$ cat config.mk
export PLATFORM = sky130hd
export DESIGN_NAME = hsm_top
export DESIGN_NICKNAME = d
export VERILOG_FILES = /design/src/pkg/hsm_pkg.sv /design/src/hdl/hsm_timer.sv /design/src/hdl/hsm_accum.sv /design/src/hdl/hsm_top.sv
export SDC_FILE = /design/constraint.sdc
export NUM_CORES = 2
export LEC_CHECK = 0
export BUFFER_PORTS_ARGS = -buffer_cell sky130_fd_sc_hd__buf_2
export CORE_MARGIN = 2
export CORE_UTILIZATION = 50
export CTS_CLUSTER_DIAMETER = 40
export DETAILED_ROUTE_END_ITERATION = 8
export GPL_TIMING_DRIVEN = 0
export HOLD_SLACK_MARGIN = 0.15
export PLACE_DENSITY = 0.76
export RECOVER_POWER = 25
export SLEW_MARGIN = 15
export SYNTH_ARGS = -nofsm -noshare
export SYNTH_HDL_FRONTEND = slang
export SYNTH_HIERARCHICAL = 1
export SYNTH_SLANG_ARGS = --single-unit
$ cat constraint.sdc
create_clock -name CLK -period 3.4 [get_ports CLK]
set_clock_uncertainty 0.15 [all_clocks]
set_input_delay 0.17 -clock CLK [delete_from_list [all_inputs] [get_ports CLK]]
set_output_delay 0.17 -clock CLK [all_outputs]
set_load 0.05 [all_outputs]
$ cat src/pkg/hsm_pkg.sv
// shared constants for the hot swap supervisor and power monitor
package hsm_pkg;
    localparam int CLK_HZ = 10000000;
    localparam int COOL_TIME_S = 10;
    localparam int COOL_CYCLES = CLK_HZ * COOL_TIME_S;
    localparam logic [2:0] RETRY_LIMIT = 3'h7;
    // bad fet sense thresholds, given as sense codes
    localparam logic signed [15:0] FET_SENSE_MODEL1 = 16'sh0002;
    localparam logic signed [15:0] FET_SENSE_MODEL2 = 16'sh0004;
    localparam logic [11:0] GATE_LOW_CODE = 12'h100;
    // register offsets
    localparam logic [7:0] REG_MON_SETUP = 8'h00;
    localparam logic [7:0] REG_MON_TRIG = 8'h01;
    localparam logic [7:0] REG_POWER = 8'h02;
    localparam logic [7:0] REG_ENERGY_ACC = 8'h03;
    localparam logic [7:0] REG_ENERGY_ROLL = 8'h04;
    localparam logic [7:0] REG_ENERGY_CNT = 8'h05;
    localparam logic [7:0] REG_PEAK_CUR = 8'h06;
    localparam logic [7:0] REG_PEAK_SUP = 8'h07;
    localparam logic [7:0] REG_PEAK_AUX = 8'h08;
    localparam logic [7:0] REG_STATUS = 8'h09;
    localparam logic [7:0] REG_AVG_CUR = 8'h0A;
    localparam logic [7:0] REG_AVG_SUP = 8'h0B;
    localparam logic [7:0] REG_AVG_AUX = 8'h0C;
    // monitor setup fields
    localparam int SETUP_AVG_LSB = 0;
    localparam int SETUP_SINGLE_BIT = 3;
    localparam int SETUP_RANGE_BIT = 4;
    localparam int SETUP_AUX_BIT = 5;
    localparam int SETUP_EXT_BIT = 6;
    localparam int SETUP_FETALERT_BIT = 7;
    localparam logic [7:0] SETUP_RESET = 8'h80;
    localparam int TRIG_CONVERT_BIT = 0;
    localparam int TRIG_PEAK_CLR_BIT = 1;
    typedef enum logic [1:0] {
        HSM_OFF = 2'h0,
        HSM_ON = 2'h1,
        HSM_COOL = 2'h2,
        HSM_LOCK = 2'h3
    } hsm_state_e;
endpackage

$ cat src/hdl/hsm_timer.sv
// restartable ten second down counter with done pulse
`timescale 1ns/1ps
module hsm_timer #(
    parameter int CYCLES = 100000000
) (
    input wire logic clk,
    input wire logic rst_n,
    input wire logic start,
    input wire logic clear,
    output logic running,
    output logic done
);
    logic [31:0] cnt_reg;
    logic [31:0] cnt_next;
    // start reloads, clear aborts, done fires on the last tick
    assign cnt_next = start ? 32'(CYCLES) : clear ? 32'h0 : (cnt_reg != 32'h0) ? cnt_reg - 32'h1 : 32'h0;
    assign running = cnt_reg != 32'h0;
    always_ff @(posedge clk or negedge rst_n)
    begin
        if (!rst_n)
            cnt_reg <= 32'h0;
        else
            cnt_reg <= cnt_next;
    end
    always_ff @(posedge clk or negedge rst_n)
    begin
        if (!rst_n)
            done <= 1'b0;
        else
            done <= !start && !clear && (cnt_reg == 32'h1);
    end
endmodule

$ cat src/hdl/hsm_accum.sv
// averager and peak tracker for one measurement channel
`timescale 1ns/1ps
module hsm_accum (
    input wire logic clk,
    input wire logic rst_n,
    input wire logic sample,
    input wire logic signed [15:0] value,
    input wire logic [2:0] avg_n,
    input wire logic peak_clr,
    output logic result_valid,
    output logic signed [15:0] result,
    output logic signed [15:0] peak
);
    logic signed [23:0] sum_reg;
    logic [7:0] cnt_reg;
    logic [7:0] last_idx;
    logic signed [23:0] sum_new;
    logic last;
    assign last_idx = 8'((9'h1 << avg_n) - 9'h1);
    assign sum_new = sum_reg + 24'(value);
    assign last = sample && (cnt_reg == last_idx);
    // divide by 2^N with an arithmetic shift, keeps sign
    always_ff @(posedge clk or negedge rst_n)
    begin
        if (!rst_n)
        begin
            sum_reg <= 24'sh0;
            cnt_reg <= 8'h0;
            result <= 16'sh0;
            result_valid <= 1'b0;
        end
        else
        begin
            result_valid <= last;
            if (last)
            begin
                result <= 16'(sum_new >>> avg_n);
                sum_reg <= 24'sh0;
                cnt_reg <= 8'h0;
            end
            else if (sample)
            begin
                sum_reg <= sum_new;
                cnt_reg <= cnt_reg + 8'h1;
            end
        end
    end
    // peak holds highest sample, clear reloads the floor
    always_ff @(posedge clk or negedge rst_n)
    begin
        if (!rst_n)
            peak <= 16'sh8000;
        else if (peak_clr)
            peak <= 16'sh8000;
        else if (sample && value > peak)
            peak <= value;
    end
endmodule

$ cat src/hdl/hsm_top.sv
// hot swap supervisor with digital power monitor
`timescale 1ns/1ps
module hsm_top #(
    parameter int COOL_CYCLES = hsm_pkg::COOL_CYCLES,
    parameter bit MODEL_TWO = 1'b0
) (
    input wire logic CLK,
    input wire logic RSTN,
    input wire logic SHUTDOWN_N_INPUT,
    input wire logic RESTART_N,
    input wire logic UNDERVOLTAGE_HIGH_IN,
    input wire logic UNDERVOLTAGE_LOW_IN,
    input wire logic OVERCURRENT_TRIP,
    input wire logic POWER_GOOD,
    input wire logic signed [15:0] SENSE_CODE,
    input wire logic [11:0] SUPPLY_CODE,
    input wire logic [11:0] AUX_CODE,
    input wire logic [11:0] GATE_CODE,
    input wire logic ADC_STROBE,
    input wire logic ALERT_ONE_TRIGGER_PIN_IN,
    input wire logic BUS_STOP,
    input wire logic BUS_GROUP,
    input wire logic [7:0] ADDR,
    input wire logic [31:0] WDATA,
    input wire logic WR,
    input wire logic RD,
    output logic [31:0] RDATA,
    output logic GATE_ON,
    output logic FAULT_LOCKOUT_N,
    output logic ALERT_TWO_OUT_N,
    output logic ALERT_ONE_TRIGGER_PIN_OUT,
    output logic ALERT_ONE_TRIGGER_PIN_OE,
    output logic RANGE_50MV
);
    hsm_pkg::hsm_state_e state_reg;
    hsm_pkg::hsm_state_e state_next;
    logic [7:0] setup_reg;
    logic [2:0] retry_reg;
    logic retry_limit_reg;
    logic shutdown_n_input_d_reg;
    logic restart_d_reg;
    logic uvh_d_reg;
    logic uvl_d_reg;
    logic ext_d_reg;
    logic trig_pending_reg;
    logic busy_reg;
    logic [31:0] power_reg;
    logic [31:0] acc_reg;
    logic [15:0] roll_reg;
    logic [31:0] samples_reg;
    logic [31:0] snap_acc_reg;
    logic [15:0] snap_roll_reg;
    logic [31:0] snap_cnt_reg;
    logic [31:0] rdata_reg;

    // decoded controls
    wire logic shutdown_n_input_fall = shutdown_n_input_d_reg && !SHUTDOWN_N_INPUT;
    wire logic shutdown_n_input_rise = !shutdown_n_input_d_reg && SHUTDOWN_N_INPUT;
    wire logic restart_fall = restart_d_reg && !RESTART_N;
    wire logic uv_toggle = (uvh_d_reg != UNDERVOLTAGE_HIGH_IN) || (uvl_d_reg != UNDERVOLTAGE_LOW_IN);
    wire logic uv_ok = UNDERVOLTAGE_HIGH_IN && UNDERVOLTAGE_LOW_IN;
    wire logic fault_event = (state_reg == hsm_pkg::HSM_ON) && (OVERCURRENT_TRIP || shutdown_n_input_fall);
    wire logic cool_done;
    wire logic cool_running;
    wire logic pg_done;
    wire logic pg_running;
    wire logic [2:0] avg_n = setup_reg[hsm_pkg::SETUP_AVG_LSB +: 3];
    wire logic single_mode = setup_reg[hsm_pkg::SETUP_SINGLE_BIT];
    wire logic aux_en = setup_reg[hsm_pkg::SETUP_AUX_BIT];
    wire logic ext_mode = setup_reg[hsm_pkg::SETUP_EXT_BIT];
    wire logic wr_setup = WR && (ADDR == hsm_pkg::REG_MON_SETUP);
    wire logic wr_trig = WR && (ADDR == hsm_pkg::REG_MON_TRIG);
    wire logic convert_bit = wr_trig && WDATA[hsm_pkg::TRIG_CONVERT_BIT];
    wire logic peak_clr = wr_trig && WDATA[hsm_pkg::TRIG_PEAK_CLR_BIT];
    wire logic ext_rise = ext_mode && !ext_d_reg && ALERT_ONE_TRIGGER_PIN_IN;
    wire logic signed [15:0] fet_thresh = MODEL_TWO ? hsm_pkg::FET_SENSE_MODEL2 : hsm_pkg::FET_SENSE_MODEL1;

    wire logic fet_bad = (state_reg != hsm_pkg::HSM_ON) && (SENSE_CODE > fet_thresh)
        && (GATE_CODE < hsm_pkg::GATE_LOW_CODE);

    wire logic trig_now = (convert_bit && !BUS_GROUP) || (trig_pending_reg && BUS_STOP) || ext_rise;

    wire logic shot_start = single_mode && !busy_reg && trig_now;

    wire logic take = ADC_STROBE && (!single_mode || busy_reg);
    wire logic take_aux = take && aux_en;
    wire logic cur_valid;
    wire logic signed [15:0] cur_avg;
    wire logic signed [15:0] sup_avg;
    wire logic signed [15:0] aux_avg;
    wire logic signed [15:0] cur_peak;
    wire logic signed [15:0] sup_peak;
    wire logic signed [15:0] aux_peak;

    wire logic signed [31:0] power_now = SENSE_CODE * $signed({4'h0, SUPPLY_CODE});
    wire logic [32:0] acc_sum = {1'b0, acc_reg} + {1'b0, power_now};

    hsm_timer #(.CYCLES(COOL_CYCLES)) u_cool (
        .clk(CLK),
        .rst_n(RSTN),
        .start(restart_fall),
        .clear(1'b0),
        .running(cool_running),
        .done(cool_done)
    );

    // power good watchdog, aborts whenever good drops
    hsm_timer #(.CYCLES(COOL_CYCLES)) u_pg (
        .clk(CLK),
        .rst_n(RSTN),
        .start(POWER_GOOD && !pg_running && retry_reg != 3'h0),
        .clear(!POWER_GOOD),
        .running(pg_running),
        .done(pg_done)
    );

    // current and supply channels always, aux optional
    hsm_accum u_cur (
        .clk(CLK),
        .rst_n(RSTN),
        .sample(take),
        .value(SENSE_CODE),
        .avg_n(avg_n),
        .peak_clr(peak_clr),
        .result_valid(cur_valid),
        .result(cur_avg),
        .peak(cur_peak)
    );
    hsm_accum u_sup (
        .clk(CLK),
        .rst_n(RSTN),
        .sample(take),
        .value($signed({4'h0, SUPPLY_CODE})),
        .avg_n(avg_n),
        .peak_clr(peak_clr),
        .result_valid(),
        .result(sup_avg),
        .peak(sup_peak)
    );
    hsm_accum u_aux (
        .clk(CLK),
        .rst_n(RSTN),
        .sample(take_aux),
        .value($signed({4'h0, AUX_CODE})),
        .avg_n(avg_n),
        .peak_clr(peak_clr),
        .result_valid(),
        .result(aux_avg),
        .peak(aux_peak)
    );

    // hot swap state sequencing
    always_comb
    begin
        state_next = state_reg;
        case (state_reg)
            hsm_pkg::HSM_OFF:
                if (uv_ok && SHUTDOWN_N_INPUT && !retry_limit_reg && !cool_running)
                    state_next = hsm_pkg::HSM_ON;
            hsm_pkg::HSM_ON:
                if (!SHUTDOWN_N_INPUT || !uv_ok)
                    state_next = hsm_pkg::HSM_OFF;
                else if (OVERCURRENT_TRIP)
                    state_next = hsm_pkg::HSM_LOCK;
            hsm_pkg::HSM_COOL:
                if (cool_done)
                    state_next = hsm_pkg::HSM_OFF;
            hsm_pkg::HSM_LOCK:
                if (uv_toggle || shutdown_n_input_rise)
                    state_next = hsm_pkg::HSM_OFF;
            default:
                state_next = hsm_pkg::HSM_OFF;
        endcase
        // only the falling edge starts cooling
        if (restart_fall)
            state_next = hsm_pkg::HSM_COOL;
        else if (uv_toggle && state_next == hsm_pkg::HSM_LOCK)
            state_next = hsm_pkg::HSM_OFF;
    end

    always_ff @(posedge CLK or negedge RSTN)
    begin
        if (!RSTN)
            state_reg <= hsm_pkg::HSM_OFF;
        else
            state_reg <= state_next;
    end

    // input edge history
    always_ff @(posedge CLK or negedge RSTN)
    begin
        if (!RSTN)
        begin
            shutdown_n_input_d_reg <= 1'b1;
            restart_d_reg <= 1'b1;
            // supply-ok level, so release gives no false toggle
            uvh_d_reg <= 1'b1;
            uvl_d_reg <= 1'b1;
            ext_d_reg <= 1'b0;
        end
        else
        begin
            shutdown_n_input_d_reg <= SHUTDOWN_N_INPUT;
            restart_d_reg <= RESTART_N;
            uvh_d_reg <= UNDERVOLTAGE_HIGH_IN;
            uvl_d_reg <= UNDERVOLTAGE_LOW_IN;
            ext_d_reg <= ALERT_ONE_TRIGGER_PIN_IN;
        end
    end

    // retry counting; a new event beats the clears
    always_ff @(posedge CLK or negedge RSTN)
    begin
        if (!RSTN)
        begin
            retry_reg <= 3'h0;
            retry_limit_reg <= 1'b0;
        end
        else if (fault_event)
        begin
            retry_reg <= (retry_reg == hsm_pkg::RETRY_LIMIT) ? retry_reg : retry_reg + 3'h1;
            if (retry_reg == hsm_pkg::RETRY_LIMIT - 3'h1)
                retry_limit_reg <= 1'b1;
        end
        else if (uv_toggle)
        begin
            retry_reg <= 3'h0;
            retry_limit_reg <= 1'b0;
        end
        // power good clears counter; limit untouched by power good
        else if (pg_done)
            retry_reg <= 3'h0;
    end

    // monitor setup and trigger handling
    always_ff @(posedge CLK or negedge RSTN)
    begin
        if (!RSTN)
        begin
            setup_reg <= hsm_pkg::SETUP_RESET;
            trig_pending_reg <= 1'b0;
            busy_reg <= 1'b0;
        end
        else
        begin
            if (wr_setup)
                setup_reg <= WDATA[7:0];
            if (convert_bit && BUS_GROUP)
                trig_pending_reg <= 1'b1;
            else if (BUS_STOP)
                trig_pending_reg <= 1'b0;
            // one averaged result ends the shot
            if (shot_start)
                busy_reg <= 1'b1;
            else if (cur_valid)
                busy_reg <= 1'b0;
        end
    end

    // energy path; 32 bit wide product fits one accumulator step
    always_ff @(posedge CLK or negedge RSTN)
    begin
        if (!RSTN)
        begin
            power_reg <= 32'h0;
            acc_reg <= 32'h0;
            roll_reg <= 16'h0;
            samples_reg <= 32'h0;
        end
        else if (take)
        begin
            power_reg <= power_now;
            acc_reg <= acc_sum[31:0];
            if (acc_sum[32])
                roll_reg <= roll_reg + 16'h1;
            samples_reg <= samples_reg + 32'h1;
        end
    end

    // snapshot when the accumulator word is read
    always_ff @(posedge CLK or negedge RSTN)
    begin
        if (!RSTN)
        begin
            snap_acc_reg <= 32'h0;
            snap_roll_reg <= 16'h0;
            snap_cnt_reg <= 32'h0;
        end
        else if (RD && ADDR == hsm_pkg::REG_ENERGY_ACC)
        begin
            snap_acc_reg <= acc_reg;
            snap_roll_reg <= roll_reg;
            snap_cnt_reg <= samples_reg;
        end
    end

    // read mux; unmapped reads give zero
    // setup, trigger, power, energy, peak, status and average reads
    wire logic [31:0] rd_mux =
        (ADDR == hsm_pkg::REG_MON_SETUP) ? {24'h0, setup_reg} :
        (ADDR == hsm_pkg::REG_MON_TRIG) ? {31'h0, busy_reg} :
        (ADDR == hsm_pkg::REG_POWER) ? power_reg :
        (ADDR == hsm_pkg::REG_ENERGY_ACC) ? acc_reg :
        (ADDR == hsm_pkg::REG_ENERGY_ROLL) ? {16'h0, snap_roll_reg} :
        (ADDR == hsm_pkg::REG_ENERGY_CNT) ? snap_cnt_reg :
        (ADDR == hsm_pkg::REG_PEAK_CUR) ? {{16{cur_peak[15]}}, cur_peak} :
        (ADDR == hsm_pkg::REG_PEAK_SUP) ? {16'h0, sup_peak} :
        (ADDR == hsm_pkg::REG_PEAK_AUX) ? {16'h0, aux_peak} :
        (ADDR == hsm_pkg::REG_STATUS) ? {24'h0, fet_bad, retry_limit_reg, retry_reg, 1'b0, state_reg} :
        (ADDR == hsm_pkg::REG_AVG_CUR) ? {{16{cur_avg[15]}}, cur_avg} :
        (ADDR == hsm_pkg::REG_AVG_SUP) ? {16'h0, sup_avg} :
        (ADDR == hsm_pkg::REG_AVG_AUX) ? {16'h0, aux_avg} :
        32'h0;

    always_ff @(posedge CLK or negedge RSTN)
    begin
        if (!RSTN)
            rdata_reg <= 32'h0;
        else if (RD)
            rdata_reg <= rd_mux;
        else
            rdata_reg <= 32'h0;
    end

    assign RDATA = rdata_reg;
    assign GATE_ON = state_reg == hsm_pkg::HSM_ON;
    assign FAULT_LOCKOUT_N = state_reg != hsm_pkg::HSM_LOCK;
    assign ALERT_TWO_OUT_N = !retry_limit_reg;
    // open drain alert on bad fet, idle in external mode
    assign ALERT_ONE_TRIGGER_PIN_OUT = 1'b0;
    assign ALERT_ONE_TRIGGER_PIN_OE = !ext_mode && setup_reg[hsm_pkg::SETUP_FETALERT_BIT] && fet_bad;
    assign RANGE_50MV = setup_reg[hsm_pkg::SETUP_RANGE_BIT];
endmodule

==> out/metrics.yaml <==
die:
  die-height_um: 277.7
  ios: 144
  die_w_um: 277.7
  starting_density_of_the_core: 0.5038
  design.die.area_um2: 77100
  num_rows: 100
  coreArea_um2: 74320
clock_network:
  clock_sinks: 466
  htreeDepth: 3
  clock_latency_ns: 0.65
  cts-root-buf: "clkbuf_16"
  clk_path_buf_depth: 3
  worst_setup_hold_path_clk_slew_ns: 0.06
  number_of_buffers_added_by_the_clock_tree_synthesis_step: 79
  tritoncts: "built"
placement:
  dpl-instance-area_um2: 39990
  gp_congestion: 0.9851
  place_hpwl_um: 82730
  dp_worst_setup_slack_ns: -4.586
  buffers_added_on_ports: 109
timing:
  fmaxAchievable_mhz: 147.3
  slew_violations: 124
  hold_violations: 0
  min_period_ns: 6.788
  layout_worst_path_cycle_share: 1.997
  setup-violations-final: 89
  rsz0062_at_grt: "true"
  slew-limit-headroom: -0.1953
  final.setup.worst_slack_ns: -3.388
  worst-slew-pin-transition_ns: 1.793
grt:
  maximum_number_of_pins_on_one_net_before_global_route_repair: 108
  wire_length_of_the_first_global_routing_pass_um: 181600
  number_of_antenna_violations_at_the_first_check_in_global_routing: 5
  grt_pass1_vias: 32860
  grt.overflow.total: 0
  overall_global_routing_usage: 0.2978
synth:
  syn_avg_cell_area_um2: 9.182
  summed_instance_area_of_the_synthesized_netlist_um2: 37450
  post_synth_inst_count: 4078
  yosys_warn_count: 6
final_layout:
  nets: 5045
  finish.instance_area_um2: 46640
  area_growth_pct: 24.55
  ratio_of_cells_with_drive_above_1_in_the_final_layout: 0.2027
routing:
  detail_route.vias_per_cell: 6.039
  routed_wirelength_um: 120400
  dr.pass1.iters: 8
  drt-initial-drc-count: 3128
  route.detailed.drc: 0
  via_count: 33600
  wl_per_cell_um: 21.65
  antenna_left: 0
worst_setup_path:
  worst_ep_arrival_time_ns: 7.13
  ff2ff_setup_slack_ns: -0.13
  worst_setup_path_end_kind: "register"
  cpPeakStageDelay_ns: 0.53
  critPathMostFrequentCell: "fa_1"
  worst-r2r-cell-count: 12
  timing.setup.critical_path_class: "in2reg"
  largest_driver_fanout_on_the_critical_path: 4
  reg2reg_from: "setup_reg[3]"
  rr_endpoint: "u_sup/peak[14]"
  worstSetupStartpointType: "input pin"
  timing.critical_path.required_ns: 3.74
  cp_slowest_cell: "fa_1"
outcome:
  violations_in_the_final_reports: "max-capacitance violations, max-slew violations, negative setup slack"
  status: "complete, but fails checks"
min_path:
  min_delay_path_depth: 4
  whs_endpoint: "u_cur/sum_reg[12]"
  hold_class: "in2reg"
  hp-start: "SENSE_CODE[12]"
job:
  max-cap-violations: 2
==> per-stage QoR <==
stage          instances  setup TNS, ns  hold slack [ns]  utilization
2_1_floorplan       4127        -139.52          -0.2756            -
3_3_place_gp        5205       -3863.74           0.1400       0.5361
3_5_place_dp        5210        -332.08          0.01648       0.5381
4_1_cts             5505        -137.95           0.1601       0.6085
5_1_grt             5561        -164.50           0.1594       0.6275
6_report            5563        -146.28           0.1124       0.6275
==> metal layers <==
layer	up-vias	routed length, um	global-route usage
li1	14980	-	-
met2	1635	55990	0.4859
met5	-	43	0
met3	466	9525	0.05904
met1	16500	47070	0.3747
met4	8	7790	0.1573
==> area by class of cell <==
cell class,count,area (um^2)
flip-flops and latches,466,11680
fillers,5795,27680
repair buffers,321,2690
inverters,446,1682
multi-input cells,3022,25130
well taps,969,1212
clock inverters,57,884.6
clock buffers,89,2054
plain buffers,191,1297
diodes,2,5.005
==> layout by cell type (no fill, tap or decap), drive strengths merged, types with 26 or more instances in the layout <==
cell type and count:
o21bai 29, nor4 47, xnor2 172, a21o 53, buf 311, nand2 418
and3 32, dfrtp 458, o21a 26, fa 182, a21oi 200, nand2b 40
o21ai 174, mux2i 108, mux2 80, nor2b 28, dlygate4sd3 77, o211ai 26
mux4 30, o22ai 60, inv 462, a31oi 36, a22oi 37, a211oi 35
conb 50, nor2 282, xor2 68, nand4 46, ha 230, and2 113
nor3 51, clkbuf 210, nand3 99
==> timing repair <==
action | in CTS | in global routing
resized for setup | 220 | 264
pin swaps | 69 | 132
buffers inserted | 69 | 59
cloned | 1 | 0
endpoints found under the setup margin | 241 | 210
hold buffers | 81 | 0
hold endpoints to repair | 370 | 0
==> how the worst max path moves through the flow <==
stage	slack [ns]	start	endpoint
finish	-3.39	SENSE_CODE[7]	acc_reg[31]
global route	-3.63	SENSE_CODE[7]	acc_reg[30]
CTS	-3.29	SENSE_CODE[8]	roll_reg[4]
detailed placement	-4.59	SUPPLY_CODE[5]	acc_reg[31]
global placement	-7.64	RSTN	u_pg/cnt_reg[25]
floorplan	-3.32	SUPPLY_CODE[3]	acc_reg[31]
==> critical path: cells and delay by family <==
kind,cells,cell delay (ns)
buffers and inverters,8,0.65
AO/OA/AOI/OAI,9,2.01
AND/OR/NAND/NOR,3,0.86
XOR/XNOR,2,0.37
adder cells (fa/ha/maj),7,3.08
Power is not shown: default switching activity piles up to over one toggle a cycle in this logic, so the estimate is an artifact.
